==> src/esm_params.svh <==
/*
  constants for the eeprom serial master: timing counts and frame layout.
  assumes the including file runs at the 25 MHz system clock.
*/
`ifndef ESM_PARAMS_SVH
`define ESM_PARAMS_SVH
`define ESM_CLK_HZ 25000000
`define ESM_BIT_RATE_HZ 1000000
// half a serial bit in system cycles, rounded down so the rate is at least 1 Mbit/s
`define ESM_HALF_CYC ((`ESM_CLK_HZ / `ESM_BIT_RATE_HZ) / 2)
`define ESM_BYTE_BITS 8
`define ESM_DIR_BIT 7
`define ESM_ADDR_W 7
`endif

==> src/esm_pkg.sv <==
/*
  types for the eeprom serial master.
  assumes nothing of its surroundings.
*/
package esm_pkg;
  typedef enum logic [1:0] {
    ESM_IDLE,
    ESM_INSTR,
    ESM_DATA,
    ESM_DONE
  } esm_state_t;
endpackage

==> src/esm_clk_div.sv <==
/*
  divider that gives a one-cycle enable pulse every half serial bit.
  assumes a single system clock and a synchronous active-high reset.
*/
`timescale 1ns/1ns
`default_nettype none
`include "esm_params.svh"
module esm_clk_div #(
  parameter int HALF_CYC = `ESM_HALF_CYC
) (
  input wire logic i_clk,
  input wire logic i_rst,
  input wire logic i_run,
  output logic o_tick
);
  typedef struct packed {
    logic [7:0] cnt;
    logic tick;
  } esm_div_t;
  esm_div_t st_q;
  esm_div_t st_d;

  always_comb begin
    st_d = st_q;
    st_d.tick = 1'b0;
    if (!i_run) begin
      // restart so the first half bit of a frame is full length
      st_d.cnt = 8'h00;
    end else if (st_q.cnt == 8'(HALF_CYC - 1)) begin
      st_d.cnt = 8'h00;
      st_d.tick = 1'b1;
    end else begin
      st_d.cnt = st_q.cnt + 8'h01;
    end
  end

  always_ff @(posedge i_clk) begin
    if (i_rst) begin
      st_q <= '0;
    end else begin
      st_q <= st_d;
    end
  end

  assign o_tick = st_q.tick;
endmodule
`default_nettype wire

==> src/esm_master.sv <==
/*
  serial master for the data-logging eeprom: one instruction byte then one data byte.
  assumes the request comes from logic on i_clk; the receive line is a pin and is synchronised here.
*/
`timescale 1ns/1ns
`default_nettype none
`include "esm_params.svh"
module esm_master #(
  parameter int HALF_CYC = `ESM_HALF_CYC
) (
  input wire logic i_clk,
  input wire logic i_rst,
  input wire logic i_req_valid,
  output logic o_req_ready,
  input wire logic i_req_read,
  input wire logic [6:0] i_req_addr,
  input wire logic [7:0] i_req_wdata,
  output logic o_done,
  output logic [7:0] o_rdata,
  output logic o_sclk,
  output logic o_mosi,
  input wire logic i_miso,
  output logic o_cs_n
);
  // ----------------------------------------------------------------------
  // state
  // ----------------------------------------------------------------------
  typedef struct packed {
    esm_pkg::esm_state_t st;
    logic read;
    logic [7:0] tx;
    logic [7:0] rx;
    logic [7:0] wdata;
    logic [2:0] bitn;
    logic sclk;
    logic cs_n;
    logic done;
    logic [7:0] rdata;
    logic [1:0] miso_s;
    // the two fields below only feed the checks
    logic [7:0] sclk_hi;
    logic [4:0] rises;
  } esm_state_regs_t;
  esm_state_regs_t s_q;
  esm_state_regs_t s_d;
  logic tick;
  logic run;

  // true while a frame is being shifted: the divider runs and the clock may toggle
  function automatic logic shifting(input esm_pkg::esm_state_t st);
    return (st == esm_pkg::ESM_INSTR) || (st == esm_pkg::ESM_DATA);
  endfunction

  esm_clk_div #(.HALF_CYC(HALF_CYC)) u_div (
    .i_clk(i_clk),
    .i_rst(i_rst),
    .i_run(run),
    .o_tick(tick)
  );

  assign run = shifting(s_q.st);

  // ----------------------------------------------------------------------
  // shift engine
  // ----------------------------------------------------------------------
  always_comb begin
    s_d = s_q;
    s_d.done = 1'b0;
    // receive pin crosses in through two flops
    s_d.miso_s = {s_q.miso_s[0], i_miso};
    // length of the current high phase, read only by the half-bit check
    s_d.sclk_hi = s_q.sclk ? s_q.sclk_hi + 8'h01 : 8'h00;
    case (s_q.st)
      esm_pkg::ESM_IDLE: begin
        s_d.sclk = 1'b0;
        s_d.cs_n = 1'b1;
        if (i_req_valid) begin
          s_d.read = i_req_read;
          s_d.tx = {i_req_read, i_req_addr};
          s_d.wdata = i_req_wdata;
          s_d.bitn = 3'h0;
          s_d.rises = 5'h00;
          s_d.cs_n = 1'b0;
          s_d.st = esm_pkg::ESM_INSTR;
        end
      end
      esm_pkg::ESM_INSTR, esm_pkg::ESM_DATA: begin
        if (tick) begin
          s_d.sclk = ~s_q.sclk;
          if (!s_q.sclk) begin
            // rising edge: sample the receive line
            s_d.rx = {s_q.rx[6:0], s_q.miso_s[1]};
            s_d.rises = s_q.rises + 5'h01;
          end else begin
            s_d.bitn = s_q.bitn + 3'h1;
            s_d.tx = {s_q.tx[6:0], 1'b0};
            if (s_q.bitn == 3'h7) begin
              if (s_q.st == esm_pkg::ESM_INSTR) begin
                // write data is in the shifter before the next clock edge
                s_d.tx = s_q.read ? 8'h00 : s_q.wdata;
                s_d.st = esm_pkg::ESM_DATA;
              end else begin
                s_d.st = esm_pkg::ESM_DONE;
              end
            end
          end
        end
      end
      esm_pkg::ESM_DONE: begin
        s_d.cs_n = 1'b1;
        s_d.done = 1'b1;
        if (s_q.read) begin
          s_d.rdata = s_q.rx;
        end
        s_d.st = esm_pkg::ESM_IDLE;
      end
      default: begin
        s_d.st = esm_pkg::ESM_IDLE;
      end
    endcase
  end

  always_ff @(posedge i_clk) begin
    if (i_rst) begin
      s_q <= '{st: esm_pkg::ESM_IDLE, cs_n: 1'b1, default: '0};
    end else begin
      s_q <= s_d;
    end
  end

  // ----------------------------------------------------------------------
  // outputs
  // ----------------------------------------------------------------------
  assign o_req_ready = (s_q.st == esm_pkg::ESM_IDLE);
  assign o_sclk = s_q.sclk;
  assign o_mosi = s_q.tx[7];
  assign o_cs_n = s_q.cs_n;
  assign o_done = s_q.done;
  assign o_rdata = s_q.rdata;

  // ----------------------------------------------------------------------
  // checks: select and handshake
  // ----------------------------------------------------------------------
  sclk_idle_a: assert property (@(posedge i_clk) disable iff (i_rst)
    o_cs_n |-> !o_sclk) else $error("serial clock active while deselected");
  cs_hold_a: assert property (@(posedge i_clk) disable iff (i_rst)
    shifting(s_q.st) |-> !o_cs_n) else $error("select dropped mid frame");
  cs_take_a: assert property (@(posedge i_clk) disable iff (i_rst)
    (o_req_ready && i_req_valid) |=> !o_cs_n) else $error("select not asserted");
  // select lifts exactly on the edge that ends the frame
  cs_release_a: assert property (@(posedge i_clk) disable iff (i_rst)
    $rose(o_cs_n) |-> o_done) else $error("select released before frame end");
  idle_quiet_a: assert property (@(posedge i_clk) disable iff (i_rst)
    o_req_ready |-> (o_cs_n && !o_sclk)) else $error("link busy while idle");
  // ready comes up with the done pulse, so the next request may land on the next edge
  done_release_a: assert property (@(posedge i_clk) disable iff (i_rst)
    o_done |-> (o_cs_n && o_req_ready)) else $error("select not released");
  done_pulse_a: assert property (@(posedge i_clk) disable iff (i_rst)
    o_done |=> !o_done) else $error("done longer than one cycle");
  done_source_a: assert property (@(posedge i_clk) disable iff (i_rst)
    o_done |-> $past(s_q.st == esm_pkg::ESM_DONE)) else $error("done without a frame");

  // ----------------------------------------------------------------------
  // checks: serial clock and data
  // ----------------------------------------------------------------------
  // a counter stands in for a long repetition and follows HALF_CYC in any build
  sclk_rate_a: assert property (@(posedge i_clk) disable iff (i_rst)
    $fell(o_sclk) |-> s_q.sclk_hi == 8'(HALF_CYC))
    else $error("serial half bit wrong length");
  tick_frame_a: assert property (@(posedge i_clk) disable iff (i_rst)
    tick |-> shifting(s_q.st)) else $error("divider ticked outside a frame");
  sclk_hold_a: assert property (@(posedge i_clk) disable iff (i_rst)
    !shifting(s_q.st) |=> $stable(o_sclk)) else $error("serial clock moved outside a frame");
  instr_load_a: assert property (@(posedge i_clk) disable iff (i_rst)
    (o_req_ready && i_req_valid) |=> o_mosi == $past(i_req_read))
    else $error("direction bit not first");
  // the whole instruction, not only its first bit, must be in the shifter
  instr_word_a: assert property (@(posedge i_clk) disable iff (i_rst)
    (o_req_ready && i_req_valid) |=> s_q.tx == {$past(i_req_read), $past(i_req_addr)})
    else $error("instruction byte not loaded");
  msb_shift_a: assert property (@(posedge i_clk) disable iff (i_rst)
    ($fell(o_sclk) && !o_cs_n && s_q.bitn != 3'h0) |-> o_mosi == $past(s_q.tx[6]))
    else $error("shift order wrong");
  // the transmit line may only move on a falling serial clock once select is down
  mosi_edge_a: assert property (@(posedge i_clk) disable iff (i_rst)
    ($changed(o_mosi) && !o_cs_n && $past(!o_cs_n)) |-> $fell(o_sclk))
    else $error("transmit bit moved off the falling edge");
  wdata_keep_a: assert property (@(posedge i_clk) disable iff (i_rst)
    shifting(s_q.st) |=> $stable(s_q.wdata)) else $error("write byte changed mid frame");
  // the data byte sits in the shifter before the first data clock rises
  data_load_a: assert property (@(posedge i_clk) disable iff (i_rst)
    (s_q.st == esm_pkg::ESM_DATA && $past(s_q.st) == esm_pkg::ESM_INSTR && !s_q.read)
    |-> (s_q.tx == s_q.wdata && !o_sclk)) else $error("write byte not loaded first");
  // the receive pin arrives two flops late, so the partner holds each bit a full period
  rx_capture_a: assert property (@(posedge i_clk) disable iff (i_rst)
    $rose(o_sclk) |-> s_q.rx[0] == $past(s_q.miso_s[1]))
    else $error("receive bit not captured on the rise");
  read_load_a: assert property (@(posedge i_clk) disable iff (i_rst)
    (s_q.st == esm_pkg::ESM_DONE && s_q.read) |=> o_rdata == $past(s_q.rx))
    else $error("receive byte not loaded");
  rdata_hold_a: assert property (@(posedge i_clk) disable iff (i_rst)
    $changed(o_rdata) |-> o_done) else $error("read byte moved outside frame end");
  frame_len_a: assert property (@(posedge i_clk) disable iff (i_rst)
    (o_req_ready && i_req_valid) |=> !o_cs_n [*8]) else $error("frame too short");
  frame_bits_a: assert property (@(posedge i_clk) disable iff (i_rst)
    (s_q.st == esm_pkg::ESM_DONE) |-> s_q.rises == 5'(2 * `ESM_BYTE_BITS))
    else $error("frame did not carry two bytes");
endmodule
`default_nettype wire

==> config.mk <==
export PLATFORM = sky130hd
export DESIGN_NAME = esm_master
export DESIGN_NICKNAME = d
export VERILOG_FILES = /design/src/esm_pkg.sv /design/src/esm_clk_div.sv /design/src/esm_master.sv
export VERILOG_INCLUDE_DIRS = /design/src /design/src/src
export SDC_FILE = /design/constraint.sdc
export NUM_CORES = 1
export LEC_CHECK = 0
export ABC_AREA = 1
export BUFFER_PORTS_ARGS = -buffer_cell sky130_fd_sc_hd__buf_2
export CAP_MARGIN = 25
export CORE_ASPECT_RATIO = 1.5
export CORE_UTILIZATION = 45
export CTS_CLUSTER_SIZE = 8
export DETAILED_ROUTE_END_ITERATION = 6
export GPL_ROUTABILITY_DRIVEN = 0
export SYNTH_ARGS = -nofsm -noshare
export SYNTH_HDL_FRONTEND = slang
export SYNTH_SLANG_ARGS = --single-unit
==> constraint.sdc <==
create_clock -name i_clk -period 3.52 [get_ports i_clk]
set_clock_uncertainty 0.2 [all_clocks]
set_input_delay 0 -clock i_clk [delete_from_list [all_inputs] [get_ports i_clk]]
set_output_delay 0 -clock i_clk [all_outputs]
set_load 0.02 [all_outputs]
==> metrics.csv <==
metric;value;unit
Worst Path Buf+Inv;2;
clock slew at reported path FFs;0.10;ns
CP Class;register to register;
Sequential Area;1040;sq um
Internal Power;0.00104;W
Pre-antenna DRT Iters;5;
Crit path max-delay family;adder cells;
Die H;92.5;um
Synth Area in Compound Gates;0.0840;
Mapped Area;2460;sq um
crit path time final;2.04;ns
wire per inst;10.5;um
FILL cells;558;
Worst path most repeated cell;nor2_1;
Max Cap Viol;0;
Yosys reg bits;52;
outcome;finished, final reports clean;
Rows;32;
first-pass GRT wire length;8790;um
# IOs;33;
Vias;2127;
Crit Path Max Fanout;9;
commonest non-fill, non-tap cell in the layout;nor2_1;
ANT nets after route;0;
fin. max-slew vios;0;
Sum Neg Setup Slack;0;ns
Synth cell types;29;
Via density;4.57;
RSZ-0062 raised after global routing;no;
fin crit share;0.580;
Sink Count;52;
largest family of logic cells by synthesized area;simple AND/OR/NAND/NOR gates;
CP Capture Type;register;
simple-gate share of the synthesized area;0.340;
endpoints failing setup;0;
EDFF count, synth;0;
clk_lat worst skew;0.30;ns
initial antenna violation count;0;
Die ar.;5770;sq um
Avg Inst Size Synth;6.98;sq um
grt ovf;0;
dpl cells;437;
Tightest Pin Transition;0.883;ns
DP Wirelength;3500;um
area share of the largest cell type after synthesis;0.424;
Synth Area in Adders;0.0407;
WP data arrival;2.04;ns
root buf cell;clkbuf_8;
layout net count;424;
Worst Setup Start Kind;register;
Rel. slew slack;0.408;
sequential area share after synthesis;0.424;
Initial DRC Count;79;
vias in the first global route;2063;
Warnings, synthesis;0;
DR DRC count;0;
n_diodes;0;
clk buf depth;2;
synth-to-layout area growth;17.2;%
critical path data required time;3.52;ns
most area-hungry cell type in the Yosys netlist;dfxtp_1;
Hold WC Path Type;register to register;
post-synthesis mux area share;0;
core area;5200;sq um
XOR/XNOR Fraction of Synth Area;0.00356;
Buffers on Ports;32;
Final Non-Filler Cells;465;
width of the die;62.3;um
synthesized instance count;352;
logic gate share of total power;0.375;
Primary FF master, synth;dfxtp_1;
Fin. Hold Viols;0;
slowest stage delay, CP;0.59;ns
Slowest-stage cell, CP;ha_1;
Area contributors post-synth;dfxtp_1 42%, nor2_1 15%, nand2_1 11%;
Synth async-reset ratio;0;
area taken by multi-input logic gates;1150;sq um
largest net degree at the start of global routing;38;
Leak;1.35;nW
CTS buffer count;5;
critical-path cell list;inv_1, ha_1, nand2_8, inv_2, nor2_1, nor2_1, nand2_1, nand2_1, nor2_1;
commonest non-fill, non-tap cells in the layout;96 x nor2_1, 69 x nand2_1, 52 x dfxtp_1, 34 x inv_1, 32 x buf_2;
Syn Nets;380;
Starting Density;0.472;
Power Density;587;nW/um^2
switching portion of total power;0.386;
Seq pwr share;0.425;
final wirelength;4890;um
share of cells above drive strength 1;0.139;
FMAX;0.490;GHz
H-tree Lvls;2;
TritonCTS clock tree;done;
Clk pwr share;0.200;
VDD IR max;0.000396;V
aggregate global-route resource usage;0.187;
NetSw;0.000652;W
==> sequential cells by signal, indices dropped and copies added, names as in the netlist <==
signal        cells
o_cs_n            1
o_done            1
o_mosi            1
o_rdata           8
o_sclk            1
s_d               1
s_q              30
u_div.o_tick      1
u_div.st_q        8
==> final timing paths <==
| check | startpoint | endpoint | slack (ns) | depth (start not counted) |
|---|---|---|---|---|
| setup / recovery | s_q[54] | s_q[26] | 1.48 | 9 |
| hold / removal | s_d[14] | s_q[14] | 0.21 | 2 |
| setup reg to reg | s_q[54] | s_q[26] | 1.48 | 9 |
| hold reg to reg | s_d[14] | s_q[14] | 0.21 | 2 |
==> per-stage QoR <==
step | hold WS [ns] | instance area [sq um] | setup WS [ns] | power [W] | util
after floorplan | -0.0930 | 2460 | 1.81 | 0.00125 | -
after global routing | 0.250 | 2880 | 1.30 | 0.00184 | 0.553
after global placement | 0.000180 | 2590 | 1.51 | 0.00135 | 0.498
after detailed placement | 0.00772 | 2590 | 1.50 | 0.00135 | 0.498
final | 0.213 | 2880 | 1.48 | 0.00169 | 0.553
after CTS | 0.219 | 2880 | 1.48 | 0.00171 | 0.553
==> synth_stat cells (3+ instances only) <==
master	count
a21oi_1	11
buf_4	8
dfxtp_1	52
ha_1	8
inv_1	34
inv_2	3
nand2_1	69
nand2_2	4
nand3_1	15
nand4_1	3
nor2_1	96
o21ai_0	28
==> layer usage <==
metal / track usage / up-vias / routed length, um
met5: 0 / - / 0
met4: 0.0581 / 0 / 62
met3: 0.0345 / 5 / 123
met2: 0.346 / 28 / 2350
met1: 0.215 / 932 / 2350
li1: - / 1162 / -
==> cell type report <==
type / instances / area share
Clock inverter: 3 / 0.00738
Inverter: 40 / 0.0530
Clock buffer: 5 / 0.0239
Multi-Input combinational cell: 245 / 0.400
Sequential cell: 52 / 0.361
Timing Repair Buffer: 52 / 0.125
Tap cell: 68 / 0.0295
==> power by group through the flow <==
| stage | logic, W | clock network [W] | registers (W) |
|---|---|---|---|
| floorplan | 0.000519 | 0 | 0.000730 |
| global placement | 0.000618 | 0 | 0.000728 |
| detailed placement | 0.000620 | 0 | 0.000730 |
| CTS | 0.000640 | 0.000354 | 0.000718 |
| global route | 0.000739 | 0.000375 | 0.000729 |
| finish | 0.000634 | 0.000338 | 0.000717 |
==> kinds of logic (layout without fill, tap and decap cells) <==
kind of cell             count (synthesis)  after routing
buffers and inverters                   55            100
adder cells (fa/ha/maj)                  8              8
XOR/XNOR                                 1              1
AND/OR/NAND/NOR                        195            195
flip-flops                              52             52
AO/OA/AOI/OAI                           41             41
==> tightest hold or removal path, stage by stage (launching register included) <==
cell	delay (ns)
dfxtp_1	0.31
inv_1	0.04
nor2_1	0.03
==> what timing repair did <==
action | CTS | global route
setup buffers | 0 | 0
setup endpoints to repair | 0 | 0
hold buffers | 20 | 0
hold endpoints to repair | 27 | 0
gates resized for setup | 0 | 0
Power figures use the tool's default switching activity.
